==> src/hdl/skip_table_pkg.sv <==
// constants and types shared by the skip and table-read executor
// Notes on behaviour
// - zero data byte skips next, flags untouched
// - taken skip adds one dummy cycle
// - no skip means no dummy slot
// - copy byte to accumulator, then zero-skip
// - skip when selected bit is clear
// - current page plus pointer, low byte stored
// - high part goes to table-high register
// - last-page variant uses final page
package skip_table_pkg;
    localparam int DATA_W = 8;
    localparam int ADDR_W = 8;
    localparam int PC_W = 12;
    localparam int WORD_W = 15;
    localparam int HIGH_W = WORD_W - DATA_W;
    localparam int BIT_IDX_W = 3;
    localparam logic [DATA_W-1:0] ZERO_BYTE = 8'h00;
    localparam logic [HIGH_W-1:0] TABLE_HIGH_RESET = 7'h00;
    localparam logic [DATA_W-1:0] ACC_RESET = 8'h00;

    typedef enum logic [2:0] {
        OP_NONE = 3'h0,
        OP_SKIP_IF_ZERO = 3'h1,
        OP_COPY_THEN_SKIP_IF_ZERO = 3'h2,
        OP_SKIP_IF_BIT_CLEAR = 3'h3,
        OP_TABLE_READ_CURRENT_PAGE = 3'h4,
        OP_TABLE_READ_LAST_PAGE = 3'h5
    } op_t;

    typedef enum logic [2:0] {
        ST_EXEC = 3'b001,
        ST_DUMMY = 3'b010,
        ST_TABLE_WAIT = 3'b100
    } state_t;
endpackage : skip_table_pkg

==> src/hdl/skip_eval_if.sv <==
// interface carrying the skip decision between executor and evaluator
interface skip_eval_if;
    import skip_table_pkg::*;
    logic [DATA_W-1:0] operand;
    logic [BIT_IDX_W-1:0] bit_index;
    op_t op;
    logic skip;
    modport exec (output operand, output bit_index, output op, input skip);
    modport eval (input operand, input bit_index, input op, output skip);
endinterface : skip_eval_if

==> src/hdl/skip_condition.sv <==
// combinational skip condition for the three test-and-skip instructions
module skip_condition
    import skip_table_pkg::*;
(
    skip_eval_if.eval bus
);
    wire byte_is_zero;
    wire bit_is_clear;
    assign byte_is_zero = (bus.operand == ZERO_BYTE);
    assign bit_is_clear = ~bus.operand[bus.bit_index];
    assign bus.skip = ((bus.op == OP_SKIP_IF_ZERO) && byte_is_zero)
                   || ((bus.op == OP_COPY_THEN_SKIP_IF_ZERO) && byte_is_zero)
                   || ((bus.op == OP_SKIP_IF_BIT_CLEAR) && bit_is_clear);
endmodule : skip_condition

==> src/hdl/skip_and_table_read_exec.sv <==
// executor for skip and table-read instructions of the 8-bit core
module skip_and_table_read_exec
    import skip_table_pkg::*;
(
    // clock and reset
    input wire logic clk,
    input wire logic reset,
    input wire logic clk_en,
    // decoded instruction
    input wire logic instr_valid,
    input wire op_t instr_op,
    input wire logic [ADDR_W-1:0] mem_addr,
    input wire logic [BIT_IDX_W-1:0] bit_index,
    // data memory read port
    input wire logic [DATA_W-1:0] mem_rdata,
    // data memory write port
    output logic mem_we,
    output logic [ADDR_W-1:0] mem_waddr,
    output logic [DATA_W-1:0] mem_wdata,
    // program memory table port
    input wire logic [PC_W-1:0] pc,
    input wire logic [DATA_W-1:0] table_pointer_reg,
    output logic prog_re,
    output logic [PC_W-1:0] prog_addr,
    input wire logic [WORD_W-1:0] prog_word,
    // core results
    output logic [DATA_W-1:0] accumulator,
    output logic [HIGH_W-1:0] table_high_byte_reg,
    output logic squash,
    output logic busy,
    output logic done
);
    localparam int PAGE_W = PC_W - DATA_W;

    state_t state;
    state_t next_state;
    logic [ADDR_W-1:0] table_dest;
    skip_eval_if eval_bus ();

    skip_condition u_cond (.bus(eval_bus));

    assign eval_bus.operand = mem_rdata;
    assign eval_bus.bit_index = bit_index;
    assign eval_bus.op = instr_op;

    // decode of the one opcode that can be accepted this cycle
    wire in_exec;
    wire accept;
    wire op_zero;
    wire op_copy;
    wire op_bit;
    wire op_tab_cur;
    wire op_tab_last;
    wire is_skip_op;
    wire is_table_op;
    wire take_skip;
    wire start_table;
    wire table_finish;
    wire [PAGE_W-1:0] cur_page;
    wire [PAGE_W-1:0] last_page;
    wire [PAGE_W-1:0] page_sel;

    assign in_exec = (state == ST_EXEC);
    // anything offered while busy is dropped without notice; busy is the only sign
    assign accept = clk_en && in_exec && instr_valid;
    assign op_zero = (instr_op == OP_SKIP_IF_ZERO);
    assign op_copy = (instr_op == OP_COPY_THEN_SKIP_IF_ZERO);
    assign op_bit = (instr_op == OP_SKIP_IF_BIT_CLEAR);
    assign op_tab_cur = (instr_op == OP_TABLE_READ_CURRENT_PAGE);
    assign op_tab_last = (instr_op == OP_TABLE_READ_LAST_PAGE);
    assign is_skip_op = op_zero || op_copy || op_bit;
    assign is_table_op = op_tab_cur || op_tab_last;
    assign take_skip = accept && is_skip_op && eval_bus.skip;
    assign start_table = accept && is_table_op;
    // the wait state only ends on an enabled edge, so a freeze stretches it
    assign table_finish = clk_en && (state == ST_TABLE_WAIT);
    // last page is all ones in the page field
    assign cur_page = pc[PC_W-1:DATA_W];
    assign last_page = {PAGE_W{1'b1}};
    assign page_sel = op_tab_last ? last_page : cur_page;

    // next state: taken skip buys one dummy slot, untaken skip stays in exec
    always_comb begin
        next_state = state;
        unique case (state)
            ST_EXEC: begin
                if (take_skip) begin
                    next_state = ST_DUMMY;
                end else if (start_table) begin
                    next_state = ST_TABLE_WAIT;
                end else begin
                    next_state = ST_EXEC;
                end
            end
            ST_DUMMY: next_state = ST_EXEC;
            ST_TABLE_WAIT: next_state = ST_EXEC;
            default: next_state = ST_EXEC;
        endcase
    end

    always_ff @(posedge clk) begin
        if (reset) begin
            state <= ST_EXEC;
        end else if (clk_en) begin
            state <= next_state;
        end
    end

    // next values of the registered outputs; every register below holds while clk_en is low
    wire next_prog_re;
    wire [PC_W-1:0] next_prog_addr;
    wire [ADDR_W-1:0] next_table_dest;
    wire [DATA_W-1:0] next_accumulator;
    wire next_mem_we;
    wire [ADDR_W-1:0] next_mem_waddr;
    wire [DATA_W-1:0] next_mem_wdata;
    wire [HIGH_W-1:0] next_table_high;
    wire [DATA_W-1:0] word_low;
    wire [HIGH_W-1:0] word_high;

    // program address is registered so the word arrives in the wait cycle
    assign next_prog_re = start_table;
    assign next_prog_addr = start_table ? {page_sel, table_pointer_reg} : prog_addr;
    assign next_table_dest = start_table ? mem_addr : table_dest;
    // the accumulator only moves for the copy variant; no flag output exists at all
    assign next_accumulator = (accept && op_copy) ? mem_rdata : accumulator;
    // low byte and high part come from one word and land on one edge
    assign word_low = prog_word[DATA_W-1:0];
    assign word_high = prog_word[WORD_W-1:DATA_W];
    assign next_mem_we = table_finish;
    assign next_mem_waddr = table_finish ? table_dest : mem_waddr;
    assign next_mem_wdata = table_finish ? word_low : mem_wdata;
    assign next_table_high = table_finish ? word_high : table_high_byte_reg;

    // read strobe is a pulse of one enabled cycle; it stays high while clk_en is low
    always_ff @(posedge clk) begin
        if (reset) begin
            prog_re <= 1'b0;
        end else if (clk_en) begin
            prog_re <= next_prog_re;
        end
    end

    // address stays put after the read for a slow program memory
    always_ff @(posedge clk) begin
        if (reset) begin
            prog_addr <= '0;
        end else if (clk_en) begin
            prog_addr <= next_prog_addr;
        end
    end

    // destination is kept because the decoded address may change in the wait cycle
    always_ff @(posedge clk) begin
        if (reset) begin
            table_dest <= '0;
        end else if (clk_en) begin
            table_dest <= next_table_dest;
        end
    end

    // accumulator copy
    always_ff @(posedge clk) begin
        if (reset) begin
            accumulator <= ACC_RESET;
        end else if (clk_en) begin
            accumulator <= next_accumulator;
        end
    end

    // write strobe for the low byte
    always_ff @(posedge clk) begin
        if (reset) begin
            mem_we <= 1'b0;
        end else if (clk_en) begin
            mem_we <= next_mem_we;
        end
    end

    // write address
    always_ff @(posedge clk) begin
        if (reset) begin
            mem_waddr <= '0;
        end else if (clk_en) begin
            mem_waddr <= next_mem_waddr;
        end
    end

    // write data
    always_ff @(posedge clk) begin
        if (reset) begin
            mem_wdata <= ZERO_BYTE;
        end else if (clk_en) begin
            mem_wdata <= next_mem_wdata;
        end
    end

    // table-high register, written on the same edge as the low byte
    always_ff @(posedge clk) begin
        if (reset) begin
            table_high_byte_reg <= TABLE_HIGH_RESET;
        end else if (clk_en) begin
            table_high_byte_reg <= next_table_high;
        end
    end

    // completion: untaken skip at once, taken skip during its dummy slot, table read in the enabled cycle that ends its wait
    wire done_untaken;
    wire done_dummy;
    wire done_table;
    assign done_untaken = accept && is_skip_op && !take_skip;
    assign done_dummy = clk_en && (state == ST_DUMMY);
    assign done_table = table_finish;
    // the dummy slot: the core must drop whatever it fetched here
    assign squash = (state == ST_DUMMY);
    assign busy = !in_exec;
    assign done = done_untaken || done_dummy || done_table;
endmodule : skip_and_table_read_exec

==> config.mk <==
export PLATFORM = sky130hd
export DESIGN_NAME = skip_and_table_read_exec
export DESIGN_NICKNAME = d
export VERILOG_FILES = /design/src/hdl/skip_table_pkg.sv /design/src/hdl/skip_eval_if.sv /design/src/hdl/skip_condition.sv /design/src/hdl/skip_and_table_read_exec.sv
export SDC_FILE = /design/constraint.sdc
export NUM_CORES = 1
export LEC_CHECK = 0
export BUFFER_PORTS_ARGS = -buffer_cell sky130_fd_sc_hd__buf_2
export CAP_MARGIN = 20
export CORE_ASPECT_RATIO = 1.4
export CORE_MARGIN = 5
export CORE_UTILIZATION = 40
export DETAILED_ROUTE_END_ITERATION = 7
export MAX_ROUTING_LAYER = met4
export PLACE_DENSITY = 0.84
export SLEW_MARGIN = 20
export SYNTH_ARGS = -nofsm -noshare
export SYNTH_HDL_FRONTEND = slang
export SYNTH_SLANG_ARGS = --single-unit
==> constraint.sdc <==
create_clock -name clk -period 2.4 [get_ports clk]
set_clock_uncertainty 0.05 [all_clocks]
set_input_delay 0.48 -clock clk [delete_from_list [all_inputs] [get_ports clk]]
set_output_delay 0.48 -clock clk [all_outputs]
set_load 0.02 [all_outputs]
==> flow_summary.json, run 1 <==
{
  "rsz_0062_raised_after_global_routing": "no",
  "grt_use_total": 0.163,
  "cellLeakagePower_nw": 1.41,
  "timing.reg2reg.setup_slack_ps": 620,
  "num-fill-cells": 500,
  "grt.overflow.total": 0,
  "cts_htree_levels": 2,
  "die_y_um": 96.9,
  "tritoncts_num_sinks": 56,
  "path_common_cell": "buf_4",
  "route.met2.wl_mm": 2.83,
  "totalWireLength_mm": 5.30,
  "synthDominantAreaCellType": "dfxtp_1",
  "worstHoldPathType": "input pin to register",
  "maxClockFrequency_mhz": 430,
  "synth_fp_nets": 302,
  "cap_violations": 0,
  "setup_tns_ps": 0,
  "per_cell_via_count_in_the_routed_design": 4.81,
  "place_hpwl_mm": 4.01,
  "cp_cell_sequence": "buf_4 > mux2_1 > mux4_2 > o21ai_1 > o21ai_0 > buf_4",
  "floorplan.initialDensity": 0.416,
  "cts_tree": "done",
  "fraction_of_final_layout_cells_sized_beyond_drive_strength_1": 0.351,
  "tritoncts.num_buffers": 5,
  "dp.cells": 397,
  "synth_top_area_share": 0.519,
  "grt_antenna_before_repair": 0,
  "clk_root_buffer_cell": "clkbuf_8",
  "clk_buf_depth": 2,
  "via_count": 1950,
  "detailedRoute.firstIterationViolations": 68,
  "outcome": "complete, no violations",
  "via_count_of_the_first_global_routing_pass": 1971,
  "largest_register_ff_count": 12,
  "worstPathRequired_ps": 1870,
  "drc": 0,
  "met3_wirelength_um": 292,
  "die_x_um": 72.1,
  "power.total_mw": 1.62,
  "setup.worst_path.class": "input pin to output pin",
  "antennaDiodeCount": 0,
  "end_kind": "output pin",
  "ys_warn_count": 0,
  "grt_start_max_net_pins": 32,
  "port-buffer-count": 100,
  "timing.final.crit_period_ps": 2330,
  "detail_route.wirelength.met1_mm": 2.03,
  "final_cell_mix": "buf_2, dfxtp_1, nand2_1",
  "grt_pass1_wl_mm": 8.87,
  "syn_inst": 241,
  "synth_sequential_area_ratio": 0.519,
  "post_synth_num_cell_types": 27,
  "finish.cell_count_without_fillers": 405,
  "finalHoldViolCount": 0,
  "gp_congestion": 0.840,
  "postSynthRegisterBits": 56,
  "synth.avg_cell_area_um2": 8.96,
  "floorplan.die_area_um2": 6990,
  "detail-route-antenna-nets": 0,
  "nets": 399,
  "mostFrequentLayoutCell": "buf_2",
  "setup_violations": 0,
  "timing_max_transition_violations_final": 0,
  "worst_setup_hold_path_clk_slew_ps": 100,
  "post_synth_instance_area_um2": 2160,
  "final_cycle_utilization_of_the_critical_path": 0.970,
  "max-vdd-ir-drop_uv": 377,
  "routed_wire_length_per_instance_um": 13.1,
  "worstSkewPairLatency_ps": 300,
  "synthTopCellsByArea": "dfxtp_1, mux2i_1, nand2_1, a21oi_1, nor2_1",
  "route.top_layer_used": "met4",
  "critPathMaxStageDelay_ps": 490,
  "regMostFlops": "prog_addr",
  "power.density_nw_per_um2": 574,
  "area_growth_pct": 30.4,
  "cp_slowest_cell": "mux4_2",
  "first_pass_iters": 4,
  "finished_core_util": 0.542,
  "max_slew_margin": 0.604,
  "start_kind": "input pin",
  "crit_fanout": 4,
  "floorplan.io_pins": 109,
  "row_count": 31,
  "worstMarginPinSlew_ps": 592,
  "core-area_um2": 5200,
  "arrival_time_reported_for_the_critical_path_endpoint_ps": 1800
}
==> power breakdown <==
| group | switching [mW] | internal (mW) |
|---|---|---|
| clock | 0.295 | 0.235 |
| sequential | 0.00638 | 0.940 |
| combinational | 0.0740 | 0.0664 |
| total | 0.376 | 1.24 |
==> critical path, delay by kind of cell <==
family | cells | cell delay, ps
compound gates | 2 | 210
mux | 2 | 800
buf+inv | 2 | 300
==> layer usage <==
metal	GRT usage	up-vias
li1	-	999
met1	0.172	889
met2	0.280	50
met3	0.0373	12
met4	0.0767	0
met5	-	-
==> what timing repair did <==
action,4_1_cts,5_1_grt
gates resized for setup,0,3
hold buffers,0,0
setup endpoints to repair,0,1
buffers inserted,0,0
==> cells by family (layout without fill, tap and decap cells) <==
family | after synthesis | after routing | share of synthesized area
flip-flops | 56 | 56 | 0.519
AO/OA/AOI/OAI | 35 | 35 | 0.0828
buffers and inverters | 16 | 114 | 0.0313
AND/OR/NAND/NOR | 104 | 104 | 0.220
multiplexers | 29 | 29 | 0.143
XOR/XNOR | 1 | 1 | 0.00406
==> synth_stat cells (all sizes together) <==
cell and count:
o21ai 2, nor3b 2, inv 1, mux4 1, a21oi 32, mux2 4, mux2i 24, nand2b 4
clkbuf 11, nor3 11, nand4 2, and3b 2, dfxtp 56, nor2b 4, nand2 48, or3 1
and4bb 1, nor2 25, xor2 1, or2 1, nor4 2, buf 4, nand3b 1, o2111ai 1
==> final cells by class <==
class	count	area, µm²	area share
clock buffers	7	86.3	0.0307
clock inverters	1	7.51	0.00267
repair buffers	105	543	0.193
multi-input cells	169	971	0.345
flip-flops and latches	56	1120	0.398
inverters	1	3.75	0.00133
well taps	66	82.6	0.0293
==> per-stage QoR <==
step | hold WS [ps] | instance area [µm²] | setup WS [ps]
2_1_floorplan | 382 | 2160 | 242
3_3_place_gp | 389 | 2720 | 42.9
3_5_place_dp | 393 | 2720 | 29.0
4_1_cts | 342 | 2810 | 29.4
5_1_grt | 338 | 2820 | 12.5
6_report | 348 | 2820 | 72.8
==> final timing paths <==
check | cells past startpoint | from | end
setup / recovery | 6 | bit_index[1] | done
hold / removal | 3 | prog_word[12] | table_high_byte_reg[4]
setup reg to reg | 4 | state[0] | accumulator[0]
hold reg to reg | 2 | table_dest[7] | mem_waddr[7]
(Power assumes the default switching activity.)
==> inputs of run 2 (changes only) <==
==> constraint.sdc (replaced) <==
create_clock -name clk -period 2.4 [get_ports clk]
set_clock_uncertainty 0.05 [all_clocks]
set_input_delay 0.24 -clock clk [delete_from_list [all_inputs] [get_ports clk]]
set_output_delay 0.24 -clock clk [all_outputs]
set_load 0.02 [all_outputs]
==> flow_summary.json, run 2 (synthesis gave the netlist of run 1 again) <==
{
  "outcome": "complete, no violations",
  "cp_cell_sequence": "and3b_1 > o2111ai_1 > o21ai_0 > buf_2",
  "grt_pass1_wl_mm": 8.68,
  "max_slew_margin": 0.611,
  "worstPathRequired_ps": 2110,
  "floorplan.die_area_um2": 6990,
  "cap_violations": 0,
  "timing_max_transition_violations_final": 0,
  "per_cell_via_count_in_the_routed_design": 4.85,
  "cellLeakagePower_nw": 1.41,
  "timing.final.crit_period_ps": 1930,
  "setup_violations": 0,
  "die_y_um": 96.9,
  "cp_slowest_cell": "dfxtp_1",
  "arrival_time_reported_for_the_critical_path_endpoint_ps": 1640,
  "worstMarginPinSlew_ps": 582,
  "clk_buf_depth": 2,
  "clk_root_buffer_cell": "clkbuf_8",
  "power.total_mw": 1.63,
  "finalHoldViolCount": 0,
  "cts_htree_levels": 2,
  "mostFrequentLayoutCell": "buf_2",
  "port-buffer-count": 100,
  "row_count": 31,
  "dpl_worst_slack_ps": 507,
  "grt_antenna_before_repair": 0,
  "setup_tns_ps": 0,
  "floorplan.io_pins": 109,
  "max-vdd-ir-drop_uv": 356,
  "grt_start_max_net_pins": 32,
  "final_critical_path_setup_slack_ps": 468,
  "grt.overflow.total": 0,
  "antennaDiodeCount": 0,
  "tritoncts_num_sinks": 56,
  "gp_congestion": 0.838,
  "nets": 398,
  "final_cell_mix": "buf_2, dfxtp_1, nand2_1",
  "critPathMaxStageDelay_ps": 360,
  "crit_path_max_delay_family": "compound AO/OA/AOI/OAI gates",
  "largest_register_ff_count": 12,
  "die_x_um": 72.1,
  "postCtsHoldBufs": 0,
  "worstSkewPairLatency_ps": 310,
  "totalWireLength_mm": 5.33,
  "fraction_of_final_layout_cells_sized_beyond_drive_strength_1": 0.352,
  "core-area_um2": 5200,
  "first_pass_iters": 4,
  "grt_use_total": 0.158,
  "cts_tree": "done",
  "maxClockFrequency_mhz": 518,
  "worst_setup_hold_path_clk_slew_ps": 110,
  "ctsResizeCount": 0,
  "regMostFlops": "prog_addr",
  "crit_buf_inv": 1,
  "start_kind": "register",
  "power.density_nw_per_um2": 581,
  "cts.repair_timing.setup_buffer_count": 0,
  "end_kind": "output pin",
  "detail-route-antenna-nets": 0,
  "floorplan.initialDensity": 0.416,
  "place_hpwl_mm": 4.08,
  "routed_wire_length_per_instance_um": 13.2,
  "detailedRoute.firstIterationViolations": 85,
  "crit_fanout": 6,
  "rsz_0062_raised_after_global_routing": "no",
  "drc": 0,
  "tritoncts.num_buffers": 5,
  "via_count_of_the_first_global_routing_pass": 1898,
  "area_growth_pct": 29.9,
  "setup.worst_path.class": "register to output pin",
  "via_count": 1961,
  "final_cycle_utilization_of_the_critical_path": 0.805,
  "worstHoldPathType": "input pin to register"
}
## run 2: layout make-up
class                      instances  area, µm²
clock buffer                       5       68.8
clock inverter                     3       27.5
fill                             514       2390
inverter                           1       3.75
multi-input combinational        169        971
sequential                        56       1120
tap                               66       82.6
timing repair buffer             104        531
## run 2: metrics by stage
step	instance area (µm²)	util	instances	hold WS, ps
after global routing	2810	0.540	404	91.4
after global placement	2710	0.521	396	389
final	2810	0.540	404	99.0
after detailed placement	2710	0.521	396	393
after CTS	2810	0.540	404	94.1
after floorplan	2160	-	241	326
## run 2: worst reg2reg max path: stages (launching register included)
cell and delay, ps:
dfxtp_1 420, and4bb_2 290, nand2_1 320, buf_4 340, mux2i_1 230, nor2_1 60
## run 2: per-layer routing
| layer | GRT usage | part of all wire | up-vias |
|---|---|---|---|
| met5 | - | 0 | - |
| met2 | 0.285 | 0.55 | 54 |
| met4 | 0.0637 | 0.019 | 0 |
| met1 | 0.162 | 0.37 | 899 |
| li1 | - | - | 999 |
| met3 | 0.0322 | 0.055 | 9 |
## run 2: final timing paths
kind	start	to	slack (ps)	cells after the start
min reg2reg	table_dest[6]	mem_waddr[6]	400	2
min	prog_word[3]	mem_wdata[3]	100	3
max reg2reg	state[2]	prog_addr[0]	590	5
max	state[1]	done	470	4
## run 2: power breakdown
group	switching, mW	internal (mW)
clock network	0.329	0.215
registers	0.00604	0.940
logic	0.0741	0.0649
total	0.409	1.22
